[src/ssi_out_defines.vh]
// shared constants for the serial angle output stage
`ifndef SSI_OUT_DEFINES_VH
`define SSI_OUT_DEFINES_VH
// system clock rate in kHz
`define SYS_CLK_KHZ 25000
// angle word width and number of positions
`define ANGLE_BITS 9
`define ANGLE_POSITIONS 512
// monoflop nominal time and tolerance in microseconds
`define MONO_TIME_US 25
`define MONO_TOL_US 10
// monoflop count in system clocks
`define MONO_CYCLES ((`MONO_TIME_US * `SYS_CLK_KHZ) / 1000)
`define MONO_CNT_BITS 10
// serial clock limit and safety gap
`define SER_CLK_MAX_KHZ 1000
`define SAFETY_GAP_NS 50
// loop delay figures
`define ENC_DELAY_NS 300
`define CABLE_DELAY_PS_PER_M 6500
`define RCV_DELAY_NS 150
// fifo shape
`define FIFO_DEPTH 16
`define FIFO_AW 4
`endif

[src/pin_sync.v]
// two-stage synchroniser for an outside level
`default_nettype none
module pin_sync (
  input wire clk,
  input wire rst_n,
  input wire d,
  output reg q
);
  reg meta;
  // first stage feeds second only, idle high
  always @(posedge clk) begin
    if (!rst_n) begin
      meta <= 1'b1;
      q <= 1'b1;
    end else begin
      meta <= d;
      q <= meta;
    end
  end
endmodule // pin_sync
`default_nettype wire

[src/angle_fifo.v]
// small fifo for sampled angle words
`default_nettype none
module angle_fifo #(
  parameter WIDTH = 9,
  parameter DEPTH = 16,
  parameter AW = 4
) (
  input wire clk,
  input wire rst_n,
  input wire in_valid,
  output wire in_ready,
  input wire [WIDTH-1:0] in_data,
  output wire out_valid,
  input wire out_ready,
  output wire [WIDTH-1:0] out_data
);
  reg [WIDTH-1:0] mem [0:DEPTH-1];
  reg [AW:0] wr_ptr;
  reg [AW:0] rd_ptr;
  wire full;
  wire empty;
  // pointer compare with wrap bit
  assign empty = (wr_ptr == rd_ptr);
  assign full = (wr_ptr[AW] != rd_ptr[AW]) && (wr_ptr[AW-1:0] == rd_ptr[AW-1:0]);
  assign in_ready = !full;
  assign out_valid = !empty;
  assign out_data = mem[rd_ptr[AW-1:0]];
  // write side
  always @(posedge clk) begin
    if (in_valid && !full) begin
      mem[wr_ptr[AW-1:0]] <= in_data;
    end
  end
  // pointer update
  always @(posedge clk) begin
    if (!rst_n) begin
      wr_ptr <= {(AW+1){1'b0}};
      rd_ptr <= {(AW+1){1'b0}};
    end else begin
      if (in_valid && !full) begin
        wr_ptr <= wr_ptr + 1'b1;
      end
      if (out_ready && !empty) begin
        rd_ptr <= rd_ptr + 1'b1;
      end
    end
  end
endmodule // angle_fifo
`default_nettype wire

[src/ssi_angle_out.v]
// synchronous serial output stage for a 9-bit absolute angle
`default_nettype none
`include "ssi_out_defines.vh"
module ssi_angle_out (
  input wire SYS_CLK,
  input wire RST_N,
  input wire [8:0] ANGLE,       // raw angle from sensor, clockwise direction set by CW_IS_UP
  input wire ANGLE_VALID,       // new sample strobe
  output wire ANGLE_READY,      // fifo can take a sample
  input wire CW_IS_UP,          // sensor orientation: 1 means raw rises clockwise
  input wire SER_CLK,           // serial clock from receiver
  output reg SER_DATA,          // serial data to receiver
  output reg BUSY               // frame in progress
);
  // ************************************************************
  // states
  // ************************************************************
  localparam [2:0] ST_IDLE = 3'b001;
  localparam [2:0] ST_SHIFT = 3'b010;
  localparam [2:0] ST_WAIT = 3'b100;
  localparam integer MONO_FULL = `MONO_CYCLES;
  localparam [9:0] MONO_LOAD = MONO_FULL[9:0];

  // ************************************************************
  // helpers
  // ************************************************************
  // orientation correction so value rises clockwise
  function [8:0] cw_value;
    input [8:0] raw;
    input up;
    begin
      if (up) begin
        cw_value = raw;
      end else begin
        cw_value = 9'h000 - raw;
      end
    end
  endfunction

  wire sclk_s;
  wire fifo_valid;
  wire [8:0] fifo_data;
  reg fifo_take;
  reg sclk_d;
  reg [2:0] state;
  reg [2:0] next_state;
  reg [8:0] shreg;
  reg [8:0] latest;
  reg [3:0] bit_cnt;
  reg [9:0] mono;
  reg first_rise;
  wire fall;
  wire rise;

  // ************************************************************
  // input path
  // ************************************************************
  pin_sync u_sync (
    .clk(SYS_CLK),
    .rst_n(RST_N),
    .d(SER_CLK),
    .q(sclk_s)
  );

  angle_fifo #(
    .WIDTH(`ANGLE_BITS),
    .DEPTH(`FIFO_DEPTH),
    .AW(`FIFO_AW)
  ) u_fifo (
    .clk(SYS_CLK),
    .rst_n(RST_N),
    .in_valid(ANGLE_VALID),
    .in_ready(ANGLE_READY),
    .in_data(ANGLE),
    .out_valid(fifo_valid),
    .out_ready(fifo_take),
    .out_data(fifo_data)
  );

  // drain fifo continuously, newest sample kept
  always @* begin
    fifo_take = fifo_valid;
  end

  always @(posedge SYS_CLK) begin
    if (!RST_N) begin
      latest <= 9'h000;
    end else if (fifo_valid) begin
      latest <= cw_value(fifo_data, CW_IS_UP);
    end
  end

  // edge detect on synchronised clock
  always @(posedge SYS_CLK) begin
    if (!RST_N) begin
      sclk_d <= 1'b1;
    end else begin
      sclk_d <= sclk_s;
    end
  end
  assign fall = sclk_d && !sclk_s;
  assign rise = !sclk_d && sclk_s;

  // ************************************************************
  // frame control
  // ************************************************************
  // next state
  always @* begin
    next_state = state;
    case (state)
      ST_IDLE: begin
        if (fall) begin
          next_state = ST_SHIFT;
        end
      end
      ST_SHIFT: begin
        if (mono == 10'h000) begin
          next_state = ST_IDLE;
        end else if (rise && bit_cnt == 4'h0 && !first_rise) begin
          next_state = ST_WAIT;
        end
      end
      ST_WAIT: begin
        if (mono == 10'h000) begin
          next_state = ST_IDLE;
        end
      end
      default: begin
        next_state = ST_IDLE;
      end
    endcase
  end

  // state register
  always @(posedge SYS_CLK) begin
    if (!RST_N) begin
      state <= ST_IDLE;
    end else begin
      state <= next_state;
    end
  end

  always @(posedge SYS_CLK) begin
    if (!RST_N) begin
      mono <= 10'h000;
    end else if ((state == ST_IDLE && fall) || (state != ST_IDLE && (fall || rise))) begin
      mono <= MONO_LOAD;
    end else if (mono != 10'h000) begin
      mono <= mono - 10'h001;
    end
  end

  always @(posedge SYS_CLK) begin
    if (!RST_N) begin
      shreg <= 9'h000;
      bit_cnt <= 4'h0;
      first_rise <= 1'b0;
    end else if (state == ST_IDLE && fall) begin
      shreg <= latest;
      bit_cnt <= 4'h9;
      first_rise <= 1'b1;
    end else if (state == ST_SHIFT && rise) begin
      if (first_rise) begin
        first_rise <= 1'b0;
      end
      if (bit_cnt != 4'h0) begin
        shreg <= {shreg[7:0], 1'b0};
        bit_cnt <= bit_cnt - 4'h1;
      end
    end
  end

  always @(posedge SYS_CLK) begin
    if (!RST_N) begin
      SER_DATA <= 1'b1;
    end else if (next_state == ST_IDLE) begin
      SER_DATA <= 1'b1;
    end else if (state == ST_SHIFT && rise) begin
      if (bit_cnt != 4'h0) begin
        SER_DATA <= shreg[8];
      end else begin
        SER_DATA <= 1'b0;
      end
    end else if (state == ST_IDLE && fall) begin
      SER_DATA <= 1'b1;
    end
  end

  // busy flag
  always @(posedge SYS_CLK) begin
    if (!RST_N) begin
      BUSY <= 1'b0;
    end else begin
      BUSY <= (next_state != ST_IDLE);
    end
  end
endmodule // ssi_angle_out
`default_nettype wire

[config.mk]
export PLATFORM = sky130hd
export DESIGN_NAME = ssi_angle_out
export DESIGN_NICKNAME = d
export VERILOG_FILES = /design/src/pin_sync.v /design/src/angle_fifo.v /design/src/ssi_angle_out.v
export VERILOG_INCLUDE_DIRS = /design/src /design/src/src
export SDC_FILE = /design/constraint.sdc
export NUM_CORES = 1
export LEC_CHECK = 0
export BUFFER_PORTS_ARGS = -buffer_cell sky130_fd_sc_hd__buf_2
export CAP_MARGIN = 10
export CORE_ASPECT_RATIO = 2
export CORE_MARGIN = 2
export CORE_UTILIZATION = 40
export DETAILED_ROUTE_END_ITERATION = 6
export PLACE_DENSITY = 0.61
export SYNTH_ARGS = -nofsm -noshare
export SYNTH_HDL_FRONTEND = slang
export SYNTH_SLANG_ARGS = --single-unit
[constraint.sdc]
create_clock -name SYS_CLK -period 3.6 [get_ports SYS_CLK]
set_input_delay 0.54 -clock SYS_CLK [delete_from_list [all_inputs] [get_ports SYS_CLK]]
set_output_delay 0.54 -clock SYS_CLK [all_outputs]
set_load 0.005 [all_outputs]
==> impl_results.md, run 1 <==
- Max-slew violations: 0
- Worst min path class: primary input to register
- Post-synth ARST share: 0%
- Setup CP Type: register to register
- Largest net degree at the start of global routing: 28
- NumNets Final: about 580
- Startpoint types: register
- CTS resizes: 0
- Syn Inst Count: around 520
- Placer Congestion: ~0.76
- Top area cells in the synthesized netlist: edfxtp_1 54%, dfxtp_1 14%, mux4_2 11%
- Area grow syn2layout: 13.0%
- Mapped Area: 0.00805 mm2
- Final Skew: about 0.0097 ns
- Status: finished clean
- Final hold violations: 0
- Minimum clock period: 3.09 ns
- Largest area contributor in the netlist: edfxtp_1
- Antenna-violating nets left: 0
- CTS sink cnt: 199
- DRT iter0 DRCs: 200
- Maximum clock frequency: 324 MHz
- Buffers on Ports: 16
- Synth top area share: 53.7%
- Yosys cell types: 49
- Share of cells above drive strength 1: between 20% and 30%
- Critical Path RT: 3.98 ns
- Period utilization: 85.8%
- Setup crit end kind: register
- Ant. Diodes: 0
- Root Buffer: clkbuf_16
- Cts hold-fix bufs: 0
- Vias: 4405
- Worst-path clk slew: 0.07 ns
- Slowest stage delay, CP: 0.66 ns
- Mapped Nets: 546
- TritonRoute pass-1 iters: 4
- Ys Warns: 0
- Post-DP HPWL: about 12000 um
- Top FF cell, synth: edfxtp_1
- Slew headroom: 47.1%
- Most common cell after layout, fill and taps aside: edfxtp_1
- Number of buffers created by CTS: 17
- Initial antenna violation count: 0
- Seq/Total Area, Yosys: 67.4%
- GRT overflow: 0
- Clock Latency Late Sink: approximately 0.44 ns
- Pwr/cell area: 659 mW/mm2
- Drt wl/cell: 20.3 um
- DIE AREA: about 0.021 mm2
- Setup Buffers After CTS: 0
- Die width: 104 um
- First-pass GRT wire length: between 20000 and 30000 um
- Worst Max-Slew Pin Slew: 0.791 ns
- Die H: between 200 and 250 um
- Final WS setup: 0.512 ns
- Crit-path slowest cell: dfxtp_2
- Number of flops mapped to enable cells by yosys: 144
- Routed WL: between 15000 and 20000 um
- Leakage: ~3.0 nW
- DR DRC count: 0
- Worst-path maximum fanout: 18
- Number of synthesized register bits: 199
- Vias per Instance: 5.30
- Worst-path cell chain: mux4_2 > a22o_1 > a221oi_2 > ha_1 > inv_1 > o41ai_2 > and4_1 > mux2i_1 > nand3_1
- Pre-CTS WS: about 0.54 ns
- Number of global-route vias before repair: 4747
- Max capacitance violation total: 0
- CTS tree: done
- Syn Area/Cell: 15.4 um2
- TNS Setup: 0 ns
- H-tree Lvls: 4
- Initial core utilization: 40.6%
- IO Count: 17
- Setup violators final: 0
- Core area: 0.0198 mm2
- Row cnt: 73
- Peak VDD IR: 341 uV
- Clk buf depth: 2
- RSZ-0062 raised after global routing: no
- Crit path DAT: 3.47 ns
- Fillers: 1748
- All-Layer GR Usage: 16.9%
- Commonest non-fill, non-tap cells in the layout: 144 x edfxtp_1, 53 x dfxtp_1, 51 x nor2_1
-- final cells by class --
cell class / instances / area (um2) / share of cell area (%)
Tap cell: 262 / 328 / 3.61
Timing Repair Buffer: 41 / 268 / 2.95
Multi-Input combinational cell: 284 / 2450 / 27.0
Sequential cell: 199 / 5430 / 59.7
Clock inverter: 10 / 120 / 1.32
Inverter: 14 / 52.6 / 0.578
Clock buffer: 21 / 440 / 4.84
-- worst max-delay path: cells and delay by family, from the launching register on --
family                   cells  cell delay [ns]
flip-flops                   1             0.66
multiplexers                 2             0.64
adder cells (fa/ha/maj)      1             0.28
AO/OA/AOI/OAI                3             1.07
AND/OR/NAND/NOR              2             0.32
buffers and inverters        1             0.07
-- path summary, 6_finish.rpt --
| check | start | endpoint | slack (ns) | cells after the start |
|---|---|---|---|---|
| max | register | latest[8]$_SDFFE_PN0N_ | 0.51 | 9 |
| min | SER_CLK | u_sync.meta$_SDFF_PN1_ | 0.28 | 2 |
| max reg2reg | register | latest[8]$_SDFFE_PN0N_ | 0.51 | 9 |
| min reg2reg | u_sync.meta$_SDFF_PN1_ | u_sync.q$_SDFF_PN1_ | 0.42 | 1 |
-- logic make-up (layout without fill, tap and decap cells) --
group | count (synthesis) | count (layout) | share of synthesized area, %
AOI/OAI and AO/OA | 60 | 60 | 5.35
xor gates and xnor gates | 28 | 28 | 3.05
adders and majority gates | 11 | 11 | 1.71
buffers and inverters | 38 | 86 | 2.08
DFF | 199 | 199 | 67.4
muxes | 48 | 48 | 11.9
and+or+nand+nor | 137 | 137 | 8.50
-- through the flow --
step | power [W] | cells | hold WS (ns) | area [um2] | utilization (%)
2_1_floorplan | 0.00387 | 521 | 0.386 | 8050 | -
3_3_place_gp | 0.00419 | 800 | 0.405 | 8530 | 43.0
3_5_place_dp | 0.00423 | 800 | 0.402 | 8530 | 43.0
4_1_cts | 0.00607 | 831 | 0.262 | 9090 | 45.9
5_1_grt | 0.00629 | 831 | 0.272 | 9090 | 45.9
6_report | 0.00599 | 831 | 0.282 | 9090 | 45.9
-- metal layers --
layer	up-vias	track usage, %	routed length, um	part of all wire, %
met5	-	0	0	0
met4	0	7.77	531	3.1
met3	36	3.82	428	2.5
met2	79	33.6	10100	60
met1	2231	16.1	5820	35
li1	2059	-	-	-
-- flip-flops by register name, indices dropped and copies added, names as in the netlist, named ones only --
signal / count
u_fifo.mem: 144
mono: 10
latest: 9
shreg: 9
u_fifo.rd_ptr: 5
u_fifo.wr_ptr: 5
bit_cnt: 4
state: 3
BUSY: 1
SER_DATA: 1
first_rise: 1
sclk_d: 1
u_sync.meta: 1
u_sync.q: 1
-- synth_stat cells (2+ instances only) --
master      n
and4_1      2
edfxtp_1  144
a21oi_1    19
nand2_1    26
buf_2       5
a221oi_2    2
or4_1       4
nand3b_1    4
nand2b_1    9
nor3_1      9
ha_1       11
dfxtp_1    55
a211oi_1   11
nor2b_1     6
nor3b_1     2
nand3_1     7
nor4_1      4
nand4_1     5
a22o_1      8
mux2i_1     9
inv_1      13
xnor2_1    11
a31oi_1     2
and2_1      2
buf_6       2
nor2_1     51
mux4_2     38
o21ai_1     5
clkbuf_1   16
o211ai_1    2
a41oi_1     3
xor2_1     17
-- report_power, final --
part / total (W) / internal (W) / switching [W]
clock network: 0.00183 / 0.00102 / 0.000802
registers: 0.00278 / 0.00261 / 0.000172
logic: 0.00139 / 0.000657 / 0.000732
Note: power is estimated with default switching activity, not from simulation.
==> run 2: changes to the inputs <==
CORE_ASPECT_RATIO = unset   (was 2)
==> impl_results.md, run 2 (synthesis gave the netlist of run 1 again) <==
- Status: finished clean
- Startpoint types: register
- Period utilization: 86.3%
- Minimum clock period: ~3.1 ns
- Pint: slightly above 0.004 W
- Pre-CTS WS: 0.499 ns
- Slew headroom: around two fifths
- Number of global-route vias before repair: 4532
- Cts hold-fix bufs: 0
- Ant. Diodes: 0
- Pwr/cell area: between 600 and 700 mW/mm2
- Vias: 4395
- GRT overflow: 0
- DIE AREA: about 0.021 mm2
- Reg2reg setup slack: between 0.4 and 0.5 ns
- Setup CP Type: register to register
- Buffers on Ports: 16
- Initial core utilization: 41.1%
- Clk buf depth: 2
- CTS sink cnt: 199
- Setup crit end kind: register
- Power Total: between 0.005 and 0.006 W
- Worst R2R End: latest[8]$_SDFFE_PN0N_
- CTS resizes: 0
- TNS Setup: 0 ns
- Fillers: around 1700
- Setup violators final: 0
- Met1 wire length: about 7300 um
- Sequential share of power: 47.0%
- Die H: 146 um
- Top sig layer: met4
- Worst Max-Slew Pin Slew: 0.867 ns
- Final instance area: 0.00906 mm2
- Worst-path clk slew: 0.07 ns
- DR DRC count: 0
- Commonest non-fill, non-tap cells in the layout: 144 x edfxtp_1, 53 x dfxtp_1, 51 x nor2_1
- TritonRoute pass-1 iters: 5
- Max FFs per register: about 140
- CP endpoint: latest[8]$_SDFFE_PN0N_
- Maximum clock frequency: 322 MHz
- Storage cell area: 0.00543 mm2
- Number of buffers created by CTS: 17
- Switching power total: approximately 0.0018 W
- All-Layer GR Usage: roughly 16%
- Critical Path RT: between 3 and 4 ns
- Worst min-delay path startpoint: SER_CLK
- Initial antenna violation count: 0
- Crit-path slowest cell: dfxtp_2
- Crit path DAT: 3.48 ns
- Area grow syn2layout: 12.6%
- Max-slew violations: 0
- Max capacitance violation total: 0
- Worst-path maximum fanout: 15
- NumNets Final: approximately 580
- DRT iter0 DRCs: between 200 and 300
- Drt wl/cell: 19.6 um
- Most common cell after layout, fill and taps aside: edfxtp_1
- Worst min path class: primary input to register
- Root Buffer: clkbuf_16
- Worst r2r path cells: 9
- Peak VDD IR: between 300 and 400 uV
- Vias per Instance: 5.28
- Core area: around 0.02 mm2
- Final WS setup: a little under 0.5 ns
- Final hold violations: 0
- Clock power frac: a little under a third
- First-pass GRT wire length: 25700 um
- Met2 WL: about 8000 um
- H-tree Lvls: 4
- Cell family with most CP delay: compound AO/OA/AOI/OAI gates
- WP depth: 9
- Clock Latency Late Sink: 0.43 ns
- Finished Core Util: 46.2%
- Die width: 146 um
- Leakage: 3.03 nW
- Largest net degree at the start of global routing: 25
- IO Count: 17
- Row cnt: 51
- Buf+Inv Stages, Crit Path: 1
- Metal3 WL: 545 um
- Worst-path cell chain: mux4_2 > a22o_1 > a221oi_2 > ha_1 > inv_1 > o41ai_2 > and4_1 > mux2i_1 > nand3_1
- Post-Place Cell Area: 0.00851 mm2
- Share of cells above drive strength 1: slightly above 20%
- RSZ-0062 raised after global routing: no
- Post-DP HPWL: 10600 um
- Logic pwr share: 22.9%
- Antenna-violating nets left: 0
- Setup Buffers After CTS: 0
- Multi-input logic area: 0.00245 mm2
- Slowest stage delay, CP: 0.66 ns
- Switching Share: approximately 30%
- Placer Congestion: 0.754
- Routed WL: 16300 um
- Final Skew: around 0.011 ns
- CTS tree: done
==> run 2: cell count changes in the layout (fill, tap and decap cells not counted), sizes merged <==
cell,previous run,this run
buf,41,38
clkbuf,21,20
inv,16,20
bufinv,2,0
==> run 2: worst min path at each step <==
stage / end / slack (ns) / cells after the start
CTS: u_sync.meta$_SDFF_PN1_ / 0.28 / 2
global route: u_sync.meta$_SDFF_PN1_ / 0.28 / 2
global placement: u_sync.q$_SDFF_PN1_ / 0.40 / 1
floorplan: u_sync.q$_SDFF_PN1_ / 0.39 / 1
detailed placement: u_sync.q$_SDFF_PN1_ / 0.39 / 1
finish: u_sync.meta$_SDFF_PN1_ / 0.29 / 2
==> run 2: through the flow <==
step / hold WS, ns / cells
floorplan: 0.386 / 521
global placement: 0.401 / 800
detailed placement: 0.392 / 800
CTS: 0.284 / 832
global route: 0.281 / 832
finish: 0.292 / 832
==> run 2: area by class of cell <==
type | instances | area share, %
Timing Repair Buffer | 38 | 2.71
Clock buffer | 20 | 4.82
Sequential cell | 199 | 59.9
Tap cell | 265 | 3.66
Clock inverter | 12 | 1.22
Inverter | 14 | 0.580
Multi-Input combinational cell | 284 | 27.1
==> run 2: routing by layer <==
layer,vias to the layer above,track usage [%]
met3,18,2.95
met4,0,6.18
li1,2059,-
met1,2241,20.6
met2,77,27.3
met5,-,0
==> run 2: power groups by stage <==
| stage | Combinational [W] | Clock [W] | Sequential [W] |
|---|---|---|---|
| 2_1_floorplan | 0.00115 | 0 | 0.00272 |
| 3_3_place_gp | 0.00131 | 0 | 0.00282 |
| 3_5_place_dp | 0.00135 | 0 | 0.00283 |
| 4_1_cts | 0.00136 | 0.00182 | 0.00278 |
| 5_1_grt | 0.00149 | 0.00190 | 0.00280 |
| 6_report | 0.00135 | 0.00178 | 0.00278 |
